==> config.mk <==
export PLATFORM = sky130hd
export DESIGN_NAME = sar_conversion_control
export DESIGN_NICKNAME = d
export VERILOG_FILES = /design/src/sar_pkg.sv /design/src/result_buffer.sv /design/src/sar_conversion_control.sv
export SDC_FILE = /design/constraint.sdc
export NUM_CORES = 1
export LEC_CHECK = 0
export BUFFER_PORTS_ARGS = -buffer_cell sky130_fd_sc_hd__buf_2
export CORE_MARGIN = 4
export CORE_UTILIZATION = 53
export CTS_BUF_LIST = sky130_fd_sc_hd__clkbuf_16
export DETAILED_ROUTE_END_ITERATION = 7
export PLACE_DENSITY = 0.74
export SLEW_MARGIN = 25
export SYNTH_ARGS = -nofsm -noshare
export SYNTH_HDL_FRONTEND = slang
export SYNTH_SLANG_ARGS = --single-unit
==> constraint.sdc <==
create_clock -name clk_sys -period 4.8 [get_ports clk_sys]
set_input_delay 0.24 -clock clk_sys [delete_from_list [all_inputs] [get_ports clk_sys]]
set_output_delay 0.24 -clock clk_sys [all_outputs]
set_load 0.1 [all_outputs]
==> src/sar_pkg.sv <==
// Constants, types and timing for the successive-approximation conversion control
// Behaviour
// - Start falling ends acquisition, opens both common switches, holds the sample.
// - Sixteen binary-weighted trial steps, most significant bit first, down to one LSB.
// - After the last decision form the output code, then drop busy.
// - Each result belongs to the sample just taken; no pipeline delay.
// - Three selectable modes; the fastest allows up to 1 MSPS.
// - Normal mode runs up to 800 kSPS, accurate at any interval.
// - Burst mode cuts analog power while idle between conversions.
// - Coding select picks straight binary or twos complement output.
// - Midscale reads 8000 or 0000; twos complement inverts the top bit.
// - Overrange saturates to FFFF binary or 7FFF twos complement.
// - Underrange saturates to 0000 binary or 8000 twos complement.
// - Conversion reset high reinitialises and aborts any conversion.
// - Power-down finishes the current conversion, then refuses new starts.
// - Burst mode: start already low at acquisition end converts immediately.
package sar_pkg;
    // ==========================================
    // Register map
    localparam logic [3:0] CONTROL_ADDR = 4'h0;
    localparam logic [3:0] STATUS_ADDR  = 4'h4;
    localparam logic [3:0] RESULT_ADDR  = 4'h8;
    localparam int CTRL_MODE_LSB = 0;
    localparam int CTRL_MODE_MSB = 1;
    localparam logic [1:0] CTRL_MODE_RESET = 2'h0;
    localparam int STAT_BUSY_BIT  = 0;
    localparam int STAT_AVAIL_BIT = 1;
    localparam int STAT_STALE_BIT = 2;
    localparam int STAT_PD_BIT    = 3;
    localparam int STAT_FILL_LSB  = 4;
    localparam int RES_VALID_BIT  = 16;
    localparam int RES_STALE_BIT  = 17;
    // ==========================================
    // Converter geometry and codes
    localparam int SAR_BITS = 16;
    localparam logic [15:0] MSB_MASK  = 16'h8000;
    localparam logic [15:0] CODE_MAX  = 16'hffff;
    localparam logic [15:0] CODE_MIN  = 16'h0000;
    // ==========================================
    // Timing at the system clock rate
    localparam int CLK_MHZ       = 250;
    localparam int BIT_STEP_NS   = 40;
    localparam int WARP_PERIOD_NS   = 1000;
    localparam int NORMAL_PERIOD_NS = 1250;
    localparam int BURST_PERIOD_NS  = 1500;
    localparam int STALE_IDLE_NS    = 1000000;
    localparam int CONV_OVERHEAD_CYC = 2;
    localparam int BIT_STEP_CYC = (BIT_STEP_NS * CLK_MHZ + 999) / 1000;
    localparam int CONV_CYC = SAR_BITS * BIT_STEP_CYC + CONV_OVERHEAD_CYC;
    localparam int WARP_ACQ_CYC   = (WARP_PERIOD_NS * CLK_MHZ + 999) / 1000 - CONV_CYC;
    localparam int NORMAL_ACQ_CYC = (NORMAL_PERIOD_NS * CLK_MHZ + 999) / 1000 - CONV_CYC;
    localparam int BURST_ACQ_CYC  = (BURST_PERIOD_NS * CLK_MHZ + 999) / 1000 - CONV_CYC;
    localparam int STALE_IDLE_CYC = STALE_IDLE_NS / 1000 * CLK_MHZ;
    localparam logic [7:0] BIT_STEP_COUNT = 8'(BIT_STEP_CYC - 1);
    // ==========================================
    // Types
    typedef enum logic [1:0] {
        MODE_NORMAL,
        MODE_WARP,
        MODE_BURST
    } mode_t;
    typedef enum logic [2:0] {
        PH_ACQUIRE,
        PH_READY,
        PH_CONVERT,
        PH_FINISH
    } phase_t;
endpackage
==> src/result_buffer.sv <==
// Two-entry result buffer with valid and ready on both sides
`timescale 1ns/10ps
`default_nettype none
module result_buffer #(
    parameter int WIDTH = 18,
    parameter int DEPTH = 2
) (
    input  wire logic             clk_sys,
    input  wire logic             reset_n,
    input  wire logic [WIDTH-1:0] in_data,
    input  wire logic             in_valid,
    output logic                  in_ready,
    output logic [WIDTH-1:0]      out_data,
    output logic                  out_valid,
    input  wire logic             out_ready,
    output logic [1:0]            fill
);
    localparam int PW = (DEPTH > 1) ? $clog2(DEPTH) : 1;
    typedef struct packed {
        logic [DEPTH-1:0][WIDTH-1:0] mem;
        logic [PW-1:0]               wr_ptr;
        logic [PW-1:0]               rd_ptr;
        logic [PW:0]                 count;
    } buf_state_t;
    buf_state_t st;
    buf_state_t next_st;
    logic push;
    logic pop;
    assign in_ready  = (st.count != (PW + 1)'(DEPTH));
    assign out_valid = (st.count != '0);
    assign out_data  = st.mem[st.rd_ptr];
    assign fill      = 2'(st.count);
    assign push      = in_valid && in_ready;
    assign pop       = out_valid && out_ready;
    always_comb begin
        next_st = st;
        if (push) begin
            next_st.mem[st.wr_ptr] = in_data;
            next_st.wr_ptr = (st.wr_ptr == PW'(DEPTH - 1)) ? '0 : st.wr_ptr + 1'b1;
        end
        if (pop) begin
            next_st.rd_ptr = (st.rd_ptr == PW'(DEPTH - 1)) ? '0 : st.rd_ptr + 1'b1;
        end
        next_st.count = st.count + (PW + 1)'(push) - (PW + 1)'(pop);
    end
    always_ff @(posedge clk_sys or negedge reset_n) begin
        if (!reset_n) begin
            st <= '0;
        end else begin
            st <= next_st;
        end
    end
endmodule
`default_nettype wire

==> src/sar_conversion_control.sv <==
// Successive-approximation conversion control with Avalon-MM register access
//
// The address map and the Avalon-MM slave port are this design's own decisions.
`timescale 1ns/10ps
`default_nettype none
module sar_conversion_control #(
    parameter int STALE_IDLE_CYCLES = sar_pkg::STALE_IDLE_CYC,
    parameter int BUF_DEPTH         = 2
) (
    input  wire logic        clk_sys,
    input  wire logic        reset_n,
    input  wire logic        conversion_start_n,
    input  wire logic        conversion_reset,
    input  wire logic        power_down_input,
    input  wire logic        output_coding_select,
    input  wire logic        comparator_out,
    input  wire logic        input_over_range,
    input  wire logic        input_under_range,
    output logic             busy,
    output logic             array_common_switch,
    output logic             dummy_common_switch,
    output logic [15:0]      dac_switches,
    output logic             analog_bias_enable,
    input  wire logic [3:0]  avs_address,
    input  wire logic        avs_read,
    input  wire logic        avs_write,
    input  wire logic [31:0] avs_writedata,
    input  wire logic [3:0]  avs_byteenable,
    output logic [31:0]      avs_readdata,
    output logic             avs_waitrequest
);
    localparam int IDLE_W = $clog2(STALE_IDLE_CYCLES + 1);

    // ==========================================
    // State record
    typedef struct packed {
        sar_pkg::phase_t  phase;
        logic [1:0]       mode;
        logic             start_q;
        logic [15:0]      count;
        logic [7:0]       step;
        logic [15:0]      trial;
        logic [15:0]      mask;
        logic             over;
        logic             under;
        logic             stale;
        logic             last_stale;
        logic [IDLE_W-1:0] idle;
        logic             busy;
        logic             sw_closed;
        logic             bias;
        logic [15:0]      dac;
        logic [31:0]      rdata;
        logic             waitreq;
    } ctrl_state_t;

    ctrl_state_t st;
    ctrl_state_t next_st;

    // ==========================================
    // Result buffer
    logic [17:0] buf_in;
    logic        buf_in_valid;
    logic        buf_in_ready;
    logic [17:0] buf_out;
    logic        buf_out_valid;
    logic        buf_pop;
    logic [1:0]  buf_fill;
    logic [15:0] code;
    logic [15:0] binary;
    logic        fall;
    logic [15:0] acq_len;
    logic        bus_access;

    result_buffer #(
        .WIDTH (18),
        .DEPTH (BUF_DEPTH)
    ) u_result_buffer (
        .clk_sys   (clk_sys),
        .reset_n   (reset_n),
        .in_data   (buf_in),
        .in_valid  (buf_in_valid),
        .in_ready  (buf_in_ready),
        .out_data  (buf_out),
        .out_valid (buf_out_valid),
        .out_ready (buf_pop),
        .fill      (buf_fill)
    );

    // ==========================================
    // Output code forming
    always_comb begin
        if (st.over) begin
            binary = sar_pkg::CODE_MAX;
        end else if (st.under) begin
            binary = sar_pkg::CODE_MIN;
        end else begin
            binary = st.trial;
        end
        // Twos complement is straight binary with the top bit turned over
        if (output_coding_select) begin
            code = binary;
        end else begin
            code = {~binary[15], binary[14:0]};
        end
    end

    // Result is pushed only in the finishing phase, so it is always this sample's
    assign buf_in       = {st.stale, 1'b1, code};
    assign buf_in_valid = (st.phase == sar_pkg::PH_FINISH);

    // Bus access completes at the edge where waitrequest is low
    assign bus_access = (avs_read || avs_write) && !st.waitreq;
    assign buf_pop    = bus_access && avs_read && (avs_address == sar_pkg::RESULT_ADDR);

    assign fall = st.start_q && !conversion_start_n;

    always_comb begin
        case (st.mode)
            2'(sar_pkg::MODE_WARP):  acq_len = 16'(sar_pkg::WARP_ACQ_CYC);
            2'(sar_pkg::MODE_BURST): acq_len = 16'(sar_pkg::BURST_ACQ_CYC);
            default:                 acq_len = 16'(sar_pkg::NORMAL_ACQ_CYC);
        endcase
    end

    // ==========================================
    // Next state
    always_comb begin
        next_st = st;
        next_st.start_q = conversion_start_n;
        if (st.idle != IDLE_W'(STALE_IDLE_CYCLES)) begin
            next_st.idle = st.idle + 1'b1;
        end

        case (st.phase)
            sar_pkg::PH_ACQUIRE: begin
                next_st.sw_closed = 1'b1;
                next_st.bias = !power_down_input;
                if (st.count >= acq_len) begin
                    next_st.phase = sar_pkg::PH_READY;
                    next_st.count = '0;
                end else begin
                    next_st.count = st.count + 1'b1;
                end
            end
            sar_pkg::PH_READY: begin
                // Analog section idles unpowered in burst mode until a start comes
                next_st.bias = !power_down_input && (st.mode != 2'(sar_pkg::MODE_BURST));
                if (!power_down_input) begin
                    if (fall || (st.mode == 2'(sar_pkg::MODE_BURST) && !conversion_start_n
                                 && st.count == '0)) begin
                        next_st.phase = sar_pkg::PH_CONVERT;
                        next_st.sw_closed = 1'b0;
                        next_st.bias = 1'b1;
                        next_st.busy = 1'b1;
                        next_st.trial = '0;
                        next_st.mask = sar_pkg::MSB_MASK;
                        next_st.dac = sar_pkg::MSB_MASK;
                        next_st.step = '0;
                        next_st.over = input_over_range;
                        next_st.under = input_under_range;
                        next_st.stale = (st.mode == 2'(sar_pkg::MODE_WARP))
                                        && (st.idle == IDLE_W'(STALE_IDLE_CYCLES));
                        next_st.idle = '0;
                    end
                end
                // The burst immediate start only looks at the first waiting cycle
                next_st.count = 16'h0001;
            end
            sar_pkg::PH_CONVERT: begin
                // Start edges here are not looked at
                if (st.step == sar_pkg::BIT_STEP_COUNT) begin
                    next_st.step = '0;
                    // Keep the trial bit when the held input is at or above the trial level
                    if (comparator_out) begin
                        next_st.trial = st.trial | st.mask;
                    end
                    next_st.mask = st.mask >> 1;
                    if (st.mask[0]) begin
                        next_st.phase = sar_pkg::PH_FINISH;
                        next_st.dac = '0;
                    end else begin
                        next_st.dac = (comparator_out ? (st.trial | st.mask) : st.trial)
                                      | (st.mask >> 1);
                    end
                end else begin
                    next_st.step = st.step + 1'b1;
                end
            end
            sar_pkg::PH_FINISH: begin
                // A full buffer stalls here with busy still high
                if (buf_in_ready) begin
                    next_st.busy = 1'b0;
                    next_st.last_stale = st.stale;
                    next_st.phase = sar_pkg::PH_ACQUIRE;
                    next_st.count = '0;
                    next_st.sw_closed = 1'b1;
                end
            end
            default: begin
                next_st.phase = sar_pkg::PH_ACQUIRE;
                next_st.count = '0;
            end
        endcase

        if (conversion_reset) begin
            next_st.phase = sar_pkg::PH_ACQUIRE;
            next_st.count = '0;
            next_st.busy = 1'b0;
            next_st.sw_closed = 1'b1;
            next_st.dac = '0;
            next_st.trial = '0;
            next_st.mask = '0;
        end

        // ==========================================
        // Avalon-MM slave: one wait cycle, then the access completes
        next_st.waitreq = 1'b1;
        if ((avs_read || avs_write) && st.waitreq) begin
            next_st.waitreq = 1'b0;
            case (avs_address)
                sar_pkg::CONTROL_ADDR: next_st.rdata = {30'h0, st.mode};
                sar_pkg::STATUS_ADDR: begin
                    next_st.rdata = 32'h0;
                    next_st.rdata[sar_pkg::STAT_BUSY_BIT] = st.busy;
                    next_st.rdata[sar_pkg::STAT_AVAIL_BIT] = buf_out_valid;
                    next_st.rdata[sar_pkg::STAT_STALE_BIT] = st.last_stale;
                    next_st.rdata[sar_pkg::STAT_PD_BIT] = power_down_input;
                    next_st.rdata[sar_pkg::STAT_FILL_LSB +: 2] = buf_fill;
                end
                sar_pkg::RESULT_ADDR: next_st.rdata = {14'h0, buf_out_valid ? buf_out : 18'h0};
                default: next_st.rdata = 32'h0;
            endcase
        end
        if (bus_access && avs_write && avs_address == sar_pkg::CONTROL_ADDR
            && avs_byteenable[0]) begin
            next_st.mode = avs_writedata[sar_pkg::CTRL_MODE_MSB:sar_pkg::CTRL_MODE_LSB];
        end
    end

    // ==========================================
    // State register
    always_ff @(posedge clk_sys or negedge reset_n) begin
        if (!reset_n) begin
            st <= '0;
            st.phase <= sar_pkg::PH_ACQUIRE;
            st.mode <= sar_pkg::CTRL_MODE_RESET;
            st.start_q <= 1'b1;
            st.sw_closed <= 1'b1;
            st.waitreq <= 1'b1;
            // Power-up counts as a long idle
            st.idle <= IDLE_W'(STALE_IDLE_CYCLES);
        end else begin
            st <= next_st;
        end
    end

    assign busy                = st.busy;
    assign array_common_switch = st.sw_closed;
    assign dummy_common_switch = st.sw_closed;
    assign dac_switches        = st.dac;
    assign analog_bias_enable  = st.bias;
    assign avs_readdata        = st.rdata;
    assign avs_waitrequest     = st.waitreq;
endmodule
`default_nettype wire

==> impl_metrics.env, run 1 <==
export IMPL_outcome="complete, but fails checks"
export IMPL_failed_checks="hold timing"
export IMPL_power_leakage_nw=3.90
export IMPL_fill_cells=1223
export IMPL_dieArea_um2=16800
export IMPL_cp_max_fo=6
export IMPL_critPathMaxStageDelay_ns=0.66
export IMPL_final_area_um2=8470
export IMPL_yosysWarnings=0
export IMPL_grt_max_degree=116
export IMPL_num_vias=5637
export IMPL_r2r_start="st[132]$_DFFE_PN0P_"
export IMPL_async_flop_share_pct=100
export IMPL_grtUsageTotal_pct=20.2
export IMPL_wirelength_mm=16.1
export IMPL_rsz0062_at_grt="no"
export IMPL_syn_avg_cell_area_um2=9.89
export IMPL_wire_per_inst_um=16.2
export IMPL_htree_levels=4
export IMPL_vias_per_cell=5.66
export IMPL_mostFrequentLayoutCells="150 x dfrtp_1, 84 x nand2_1, 82 x nor2_1, 60 x a21oi_1, 55 x buf_2"
export IMPL_setup_viol=0
export IMPL_core_um2=14500
export IMPL_synth_edf_count=0
export IMPL_ctsRootBufferMaster="clkbuf_16"
export IMPL_relSlewSlack_pct=34.0
export IMPL_crit_path_end_kind="register"
export IMPL_r2r_end="st[133]$_DFFE_PN0P_"
export IMPL_synth_ff_type="dfrtp_1"
export IMPL_instances_no_fill=996
export IMPL_slew_violations=0
export IMPL_cts_path_max_buffers=2
export IMPL_num_nets_final=869
export IMPL_r2r_slack_ns=2.02
export IMPL_critPathLaunch="st[132]$_DFFE_PN0P_"
export IMPL_rows=44
export IMPL_area_delta_synth_final_pct=8.11
export IMPL_yosysTopAreaCell="dfrtp_1"
export IMPL_die_w_um=130
export IMPL_clock_latency_ns=0.43
export IMPL_first_pass_iters=5
export IMPL_cap_violations=0
export IMPL_globalplace_congestion=0.844
export IMPL_diodes=0
export IMPL_place_hpwl_mm=11.1
export IMPL_ios=104
export IMPL_synthDistinctLibCells=64
export IMPL_die_height_um=130
export IMPL_synthCells=792
export IMPL_numCtsBuffers=17
export IMPL_grt_pass1_wl_mm=27.1
export IMPL_hold_class="input port to asynchronous set/reset pin"
export IMPL_cts_setup_buffers=0
export IMPL_layout_commonest_cell="dfrtp_1"
export IMPL_hold_ws_ns=-0.0973
export IMPL_crit_end="st[133]$_DFFE_PN0P_"
export IMPL_fmax_mhz=360
export IMPL_ant_nets=0
export IMPL_drc=0
export IMPL_path_clk_slew_ns=0.06
export IMPL_worst_slew_pin_slew_ns=0.976
export IMPL_clock_sinks=161
export IMPL_initial_utilization_pct=53.9
export IMPL_cts_tree="built"
export IMPL_path_cells="inv_1 > ha_1 > inv_1 > ha_1 > o21a_1 > a21oi_1 > a211oi_1 > or4_1 > and4_4 > a22o_1"
export IMPL_fin_crit_ns=2.78
export IMPL_worst_ep_required_time_ns=5.12
export IMPL_finClkSkew_ns=0.00773
export IMPL_crit_type="register to register"
export IMPL_synth_top_cell_area_share_pct=48.2
export IMPL_synth_seq_cells=161
export IMPL_hold_viol_final=74
export IMPL_place_inst=963
export IMPL_drive_gt1_share_pct=14.9
export IMPL_grt_overflow_total=0
export IMPL_use_met3_pct=3.79
export IMPL_ir_drop_mv=0.297
export IMPL_crit_path_start_kind="register"
export IMPL_dpl_instance_area_um2=7920
export IMPL_worstPathArrival_ns=3.10
export IMPL_seq_area_frac_synth_pct=51.6
export IMPL_netlist_area_um2=7840
export IMPL_grt_busiest_layer="met2"
export IMPL_grtUsageMet2_pct=34.9
export IMPL_io_buffers=56
export IMPL_grt_pass1_vias=5575
export IMPL_cts_resized=0
export IMPL_antenna_found_initial=0
export IMPL_r2r_worst_path_cells=10
export IMPL_finalSetupTns_ns=0
export IMPL_gr_usage_met1_pct=25.6
export IMPL_cp_slowest_cell="or4_1"
export IMPL_layout_worst_path_cycle_share_pct=57.9
export IMPL_power_density_nw_per_um2=501
export IMPL_dr_first_iter_drc_count=439
export IMPL_synth_area_leaders="dfrtp_1 48%, buf_4 4.8%, nand2_1 4.0%"
[critical path, delay by kind of cell (launching register included)]
kind,cells,cell delay [ns]
buffers and inverters,2,0.21
DFF,1,0.40
and+or+nand+nor,2,0.90
AOI/OAI and AO/OA,4,0.56
adders and majority gates,2,0.59
[cells by family after synthesis]
family          Yosys count  share of synthesized area [%]
simple gates            250                           15.3
compound gates          196                           15.7
flops                   161                           51.6
buf+inv                 114                           8.18
xor+xnor                 28                           3.13
mux                      23                           2.99
fa+ha+maj                19                           3.03
other cells               1                         0.0479
[worst min path at each step]
stage                       start                             end  slack, ns  cells after the start
2_1_floorplan             reset_n  analog_bias_enable$_DFFE_PN0N_      -0.06                      0
3_3_place_gp   conversion_start_n               st[130]$_DFF_PN1_       0.39                      1
3_5_place_dp   conversion_start_n               st[130]$_DFF_PN1_       0.39                      1
4_1_cts                   reset_n    dac_switches[10]$_DFFE_PN0P_      0.004                      1
5_1_grt                   reset_n    dac_switches[10]$_DFFE_PN0P_      0.006                      1
6_report                  reset_n    dac_switches[10]$_DFFE_PN0P_       -0.1                      1
[routing by layer]
layer	share of wire (%)	wire (µm)
met5	0	0
met4	1.3	216
met3	3.4	554
met2	52	8400
met1	43	6920
[repair_timing]
action	4_1_cts	5_1_grt
hold endpoints to repair	1	0
hold buffers	1	0
endpoints found under the setup margin	0	0
[report_power, final]
part	internal [mW]	switching [mW]	total [mW]	leakage, nW
Sequential	1.62	0.241	1.86	2.11
Combinational	0.382	0.775	1.16	1.53
Clock	0.698	0.530	1.23	0.261
Total	2.70	1.55	4.24	3.90
[layout make-up]
type / instances / area [µm²] / area share [%]
Clock buffer: 17 / 425 / 5.02
Sequential cell: 161 / 4040 / 47.7
Timing Repair Buffer: 62 / 337 / 3.97
Clock inverter: 15 / 106 / 1.26
Inverter: 27 / 101 / 1.20
Multi-Input combinational cell: 530 / 3230 / 38.1
Tap cell: 184 / 230 / 2.72
[through the flow]
stage | power [mW] | utilization, % | setup WS (ns)
after floorplan | 2.78 | - | 2.36
after global placement | 2.96 | 54.5 | 2.08
after detailed placement | 3.04 | 54.5 | 1.92
after CTS | 4.28 | 58.2 | 1.89
after global routing | 4.50 | 58.3 | 1.76
final | 4.24 | 58.3 | 2.02
[cells in the mapped netlist (6+ instances only)]
cell / number
dfrtp_1: 151
nand2_1: 84
nor2_1: 84
a21oi_1: 61
buf_4: 50
o21ai_0: 46
o31ai_1: 29
clkbuf_1: 26
inv_1: 26
mux2i_1: 20
ha_1: 19
a22o_1: 18
a211oi_1: 16
and3_1: 15
nand3_1: 15
xnor2_1: 14
xor2_1: 14
dfstp_2: 10
buf_2: 8
nand2b_1: 6
[flip-flops by register name (all words and copies together) (netlist names)]
signal                flops
dac_switches             16
analog_bias_enable        1
avs_readdata             18
buf_in                    1
u_result_buffer.fill      2
avs_waitrequest           1
st                       82
busy                      1
array_common_switch       1
u_result_buffer.st       38
Power figures use the tool's default switching activity.
==> inputs of run 2 (changes only) <==
- CORE_UTILIZATION: 53 -> 52
- PLACE_DENSITY: 0.74 -> 0.76
- clock period: 4.8 -> 2.3 ns (I/O delays scaled with it)
==> run 2 against run 1 <==
Power grew 120%. Highest routed layer unchanged. Sequential share of layout area shrank 2.9 points. Sequential power grew 100%. Critical path depth shrank 1. Critical path type unchanged. Wire length grew 3.4%. Worst setup slack lost 2.1 ns. Clock skew shrank 0.0016 ns. Critical endpoint is now st[134]$_DFFE_PN0P_. The flow finishes with violations (setup timing). First-iteration DRC count shrank 6.6%.
==> impl_metrics.env, run 2 (synthesis gave the netlist of run 1 again) <==
export IMPL_outcome="complete, but fails checks"
export IMPL_failed_checks="setup timing"
export IMPL_mostFrequentLayoutCells="150 x dfrtp_1, 84 x nand2_1, 82 x nor2_1, 59 x a21oi_1, 55 x buf_2"
export IMPL_crit_type="register to register"
export IMPL_place_hpwl_mm=11.2
export IMPL_ant_nets=0
export IMPL_hold_class="input port to register"
export IMPL_fmax_mhz=415
export IMPL_drc=0
export IMPL_num_nets_final=912
export IMPL_r2r_start="st[131]$_DFFE_PN0P_"
export IMPL_ir_drop_mv=0.656
export IMPL_place_inst=992
export IMPL_first_pass_iters=5
export IMPL_r2r_worst_path_cells=9
export IMPL_grt_overflow_total=0
export IMPL_grtUsageTotal_pct=20.1
export IMPL_relSlewSlack_pct=48.4
export IMPL_drive_gt1_share_pct=20.5
export IMPL_clock_latency_ns=0.43
export IMPL_grt_pass1_wl_mm=27.2
export IMPL_crit_path_end_kind="register"
export IMPL_vias_per_cell=5.57
export IMPL_area_delta_synth_final_pct=15.1
export IMPL_power_leakage_nw=4.16
export IMPL_worst_ep_required_time_ns=2.61
export IMPL_hold_ws_ns=0.0427
export IMPL_grtUsageMet2_pct=32.1
export IMPL_die_height_um=131
export IMPL_numCtsBuffers=17
export IMPL_dieArea_um2=17100
export IMPL_grt_max_degree=69
export IMPL_whs_path_depth=2
export IMPL_wirelength_mm=16.6
export IMPL_dr_first_iter_drc_count=410
export IMPL_ctsRootBufferMaster="clkbuf_16"
export IMPL_gr_usage_met1_pct=26.5
export IMPL_io_buffers=56
export IMPL_cap_violations=0
export IMPL_antenna_found_initial=1
export IMPL_worstPathArrival_ns=2.72
export IMPL_r2r_end="st[134]$_DFFE_PN0P_"
export IMPL_crit_path_start_kind="register"
export IMPL_cp_max_fo=6
export IMPL_rows=44
export IMPL_die_w_um=131
export IMPL_cts_path_max_buffers=2
export IMPL_cts_tree="built"
export IMPL_ios=104
export IMPL_grt_pass1_vias=5627
export IMPL_layout_worst_path_cycle_share_pct=105
export IMPL_use_met3_pct=4.47
export IMPL_hold_viol_final=0
export IMPL_hp_start="conversion_reset"
export IMPL_setup_viol=17
export IMPL_grt_busiest_layer="met2"
export IMPL_initial_utilization_pct=53.5
export IMPL_worst_slew_pin_slew_ns=0.775
export IMPL_layout_setup_ws_ns=-0.111
export IMPL_rsz0062_at_grt="yes"
export IMPL_finClkSkew_ns=0.00613
export IMPL_htree_levels=4
export IMPL_core_um2=14600
export IMPL_post_place_ws_ns=-0.168
export IMPL_total_power_mw=9.42
export IMPL_wire_per_inst_um=16.0
export IMPL_critPathLaunch="st[131]$_DFFE_PN0P_"
export IMPL_globalplace_congestion=0.836
export IMPL_crit_end="st[134]$_DFFE_PN0P_"
export IMPL_r2r_slack_ns=-0.11
export IMPL_instances_no_fill=1039
export IMPL_slew_violations=0
export IMPL_fin_crit_ns=2.41
export IMPL_path_clk_slew_ns=0.06
export IMPL_power_density_nw_per_um2=1040
export IMPL_clock_sinks=161
export IMPL_layout_commonest_cell="dfrtp_1"
export IMPL_largest_register="st"
export IMPL_largest_reg_flops=82
export IMPL_num_vias=5792
-- run 2: cell count changes in the layout (fill, tap and decap cells not counted), sizes merged --
cell | previous run | this run
buf | 60 | 99
inv | 30 | 29
clkinvlp | 4 | 2
diode | 0 | 1
clkbuf | 18 | 17
bufinv | 1 | 3
dlygate4sd3 | 1 | 6
-- run 2: worst min-delay path by stage --
| stage | endpoint | slack, ns |
|---|---|---|
| floorplan | analog_bias_enable$_DFFE_PN0N_ | -0.18 |
| global placement | dac_switches[10]$_DFFE_PN0P_ | 0.07 |
| detailed placement | dac_switches[7]$_DFFE_PN0P_ | 0.07 |
| CTS | st[89]$_DFFE_PN0P_ | 0.03 |
| global route | st[89]$_DFFE_PN0P_ | 0.04 |
| finish | st[89]$_DFFE_PN0P_ | 0.04 |
-- run 2: critical path, cell delays in order (launching register included) --
cell and delay [ns]:
dfrtp_1 0.40, inv_2 0.09, ha_4 0.21, ha_2 0.17, nor2b_1 0.13, o21ai_1 0.23, o2111ai_2 0.19, or4_4 0.49
and4_4 0.19, a22o_1 0.20
-- run 2: repair_timing --
item / CTS / global route
endpoints found under the hold margin: 49 / 0
gates resized for setup: 8 / 13
hold buffers: 6 / 0
endpoints found under the setup margin: 41 / 59
setup buffers: 1 / 8
pin swaps: 2 / 7
-- run 2: layout make-up --
type                       count  area [µm²]
fill                        1196        5630
sequential                   161        4040
multi-input combinational    530        3310
timing repair buffer         105         752
clock buffer                  17         425
tap                          184         230
clock inverter                14         149
inverter                      27         104
antenna                        1        2.50
-- run 2: report_power, final --
group | internal (mW) | switching [mW]
Combinational | 1.05 | 1.80
Sequential | 3.38 | 0.412
Clock | 1.68 | 1.10
-- run 2: metal layers --
metal | part of all wire, % | up-vias | wire, µm
met3 | 3.3 | 30 | 543
li1 | - | 2801 | -
met5 | 0 | - | 0
met2 | 48 | 102 | 8020
met4 | 2.8 | 0 | 471
met1 | 46 | 2859 | 7590
-- run 2: stage by stage --
step / util [%] / TNS, ns / instance area (µm²)
final: 61.6 / -0.539 / 9020
after global routing: 61.6 / -1.88 / 9020
after CTS: 60.7 / 0 / 8890
after detailed placement: 56.1 / -1.83 / 8220
after global placement: 56.1 / -0.361 / 8220
after floorplan: - / -0.264 / 7910
==> inputs of run 3 (changes only) <==
- TNS_END_PERCENT: default -> 50
==> run 3 against run 2 <==
The flow now finishes without violations. Flip-flop and latch count unchanged. Sequential power about the same. Power down 0.68%. Combinational power down 5%. Critical path type unchanged. Largest power group unchanged.
==> impl_metrics.env, run 3 (synthesis gave the netlist of run 1 again) <==
export IMPL_largest_register="st"
export IMPL_p_switching_mw=3.31
export IMPL_first_pass_iters=4
export IMPL_r2r_slack_ns=0.0003
export IMPL_place_hpwl_mm=11.1
export IMPL_ios=104
export IMPL_cap_violations=0
export IMPL_io_buffers=56
export IMPL_cp_buffers_inverters=1
export IMPL_clock_sinks=161
export IMPL_setup_viol=0
export IMPL_fill_cells=1217
export IMPL_power_internal_mw=6.04
export IMPL_clock_latency_ns=0.43
export IMPL_cp_slowest_cell="or4_4"
export IMPL_drive_gt1_share_pct=20.0
export IMPL_num_nets_final=908
export IMPL_wire_per_inst_um=15.5
export IMPL_path_cells="buf_6 > ha_4 > ha_2 > nor2b_1 > o21ai_1 > o2111ai_1 > or4_4 > and4_4 > a22o_1"
export IMPL_ant_nets=0
export IMPL_antenna_found_initial=0
export IMPL_relSlewSlack_pct=46.4
export IMPL_p_sw_share_pct=35.4
export IMPL_crit_path_end_kind="register"
export IMPL_grt_pass1_vias=5420
export IMPL_finClkSkew_ns=0.00928
export IMPL_worstPathArrival_ns=2.61
export IMPL_grt_overflow_total=0
export IMPL_ir_drop_mv=0.650
export IMPL_drc=0
export IMPL_worst_slew_pin_slew_ns=0.804
export IMPL_hold_viol_final=0
export IMPL_critPathMaxStageDelay_ns=0.49
export IMPL_outcome="finished, final reports clean"
export IMPL_num_vias=5607
export IMPL_critPathTopFamily="simple AND/OR/NAND/NOR gates"
export IMPL_r2r_start="st[132]$_DFFE_PN0P_"
export IMPL_layout_worst_path_cycle_share_pct=100
export IMPL_layout_commonest_cell="dfrtp_1"
export IMPL_largest_reg_flops=82
export IMPL_power_density_nw_per_um2=1050
export IMPL_power_leakage_nw=4.12
export IMPL_whs_endpoint="st[89]$_DFFE_PN0P_"
export IMPL_fmax_mhz=435
export IMPL_grtUsageTotal_pct=19.9
export IMPL_r2r_end="st[133]$_DFFE_PN0P_"
export IMPL_hold_class="input port to register"
export IMPL_mostFrequentLayoutCells="150 x dfrtp_1, 84 x nand2_1, 81 x nor2_1, 59 x a21oi_1, 55 x buf_2"
export IMPL_cts_tree="built"
export IMPL_grt_pass1_wl_mm=26.9
export IMPL_instances_no_fill=1035
export IMPL_numCtsBuffers=17
export IMPL_ctsRootBufferMaster="clkbuf_16"
export IMPL_crit_path_start_kind="register"
export IMPL_fin_crit_ns=2.30
export IMPL_p_seq_share_pct=40.8
export IMPL_rsz0062_at_grt="yes"
export IMPL_comb_power_share_pct=28.9
export IMPL_grt_max_degree=67
export IMPL_wirelength_mm=16.1
export IMPL_globalplace_congestion=0.801
export IMPL_vias_per_cell=5.42
export IMPL_slew_violations=0
export IMPL_cts_path_max_buffers=2
export IMPL_r2r_worst_path_cells=9
export IMPL_dieArea_um2=17100
export IMPL_core_um2=14600
export IMPL_whs_path_depth=2
export IMPL_crit_type="register to register"
export IMPL_dpl_instance_area_um2=8210
export IMPL_final_area_um2=8940
export IMPL_dr_first_iter_drc_count=394
export IMPL_area_delta_synth_final_pct=14.1
export IMPL_place_inst=994
export IMPL_htree_levels=4
export IMPL_p_clk_share_pct=30.3
export IMPL_rows=44
export IMPL_cp_max_fo=6
export IMPL_die_w_um=131
export IMPL_path_clk_slew_ns=0.06
export IMPL_initial_utilization_pct=53.5
export IMPL_worst_ep_required_time_ns=2.61
export IMPL_diodes=0
export IMPL_hp_start="conversion_reset"
export IMPL_die_height_um=131
-- run 3: worst max path at each step --
stage                   startpoint                  end  slack (ns)  depth (start not counted)
2_1_floorplan  st[131]$_DFFE_PN0P_  st[133]$_DFFE_PN0P_       -0.04                         10
3_3_place_gp   st[131]$_DFFE_PN0P_  st[134]$_DFFE_PN0P_       -0.11                          9
3_5_place_dp   st[131]$_DFFE_PN0P_  st[133]$_DFFE_PN0P_       -0.18                          9
4_1_cts        st[132]$_DFFE_PN0P_  st[133]$_DFFE_PN0P_      -0.003                          9
5_1_grt        st[132]$_DFFE_PN0P_  st[133]$_DFFE_PN0P_       -0.08                          9
6_report       st[132]$_DFFE_PN0P_  st[133]$_DFFE_PN0P_      0.0003                          9
-- run 3: metal layers --
layer | vias to the layer above | routed length, µm | global-route usage [%]
li1 | 2788 | - | -
met1 | 2709 | 7400 | 26.6
met2 | 92 | 7850 | 32.3
met3 | 18 | 561 | 4.15
met4 | 0 | 267 | 7.44
met5 | - | 0 | 0
-- run 3: metrics by stage --
stage	hold WS (ns)	utilization [%]	total power, mW	setup TNS, ns	setup slack (ns)
floorplan	-0.181	-	5.81	-0.264	-0.0430
global placement	0.148	56.0	6.41	-0.543	-0.112
detailed placement	0.151	56.0	6.49	-1.57	-0.179
CTS	0.0214	60.9	9.42	-0.00287	-0.00287
global route	0.0542	61.0	9.90	-0.233	-0.0825
finish	0.0321	61.0	9.35	0	0.000280
-- run 3: layout make-up --
type	instances	area, µm²	area share (%)
timing repair buffer	101	681	7.61
clock inverter	15	169	1.89
tap	184	230	2.58
inverter	27	101	1.13
clock buffer	17	425	4.76
sequential	161	4040	45.2
multi-input combinational	530	3290	36.8
-- run 3: timing repair --
| action | CTS | global route |
|---|---|---|
| setup buffers | 2 | 1 |
| hold buffers | 6 | 0 |
| resized for setup | 10 | 5 |
| cloned | 0 | 0 |
| endpoints found under the setup margin | 31 | 38 |
| pin swaps | 4 | 1 |
| endpoints found under the hold margin | 65 | 0 |
-- run 3: power by group through the flow --
stage	Combinational (mW)	Clock, mW	Sequential [mW]
after floorplan	2.03	0	3.79
after global placement	2.57	0	3.84
after detailed placement	2.64	0	3.86
after CTS	2.72	2.89	3.81
after global routing	3.00	3.01	3.89
final	2.70	2.83	3.82
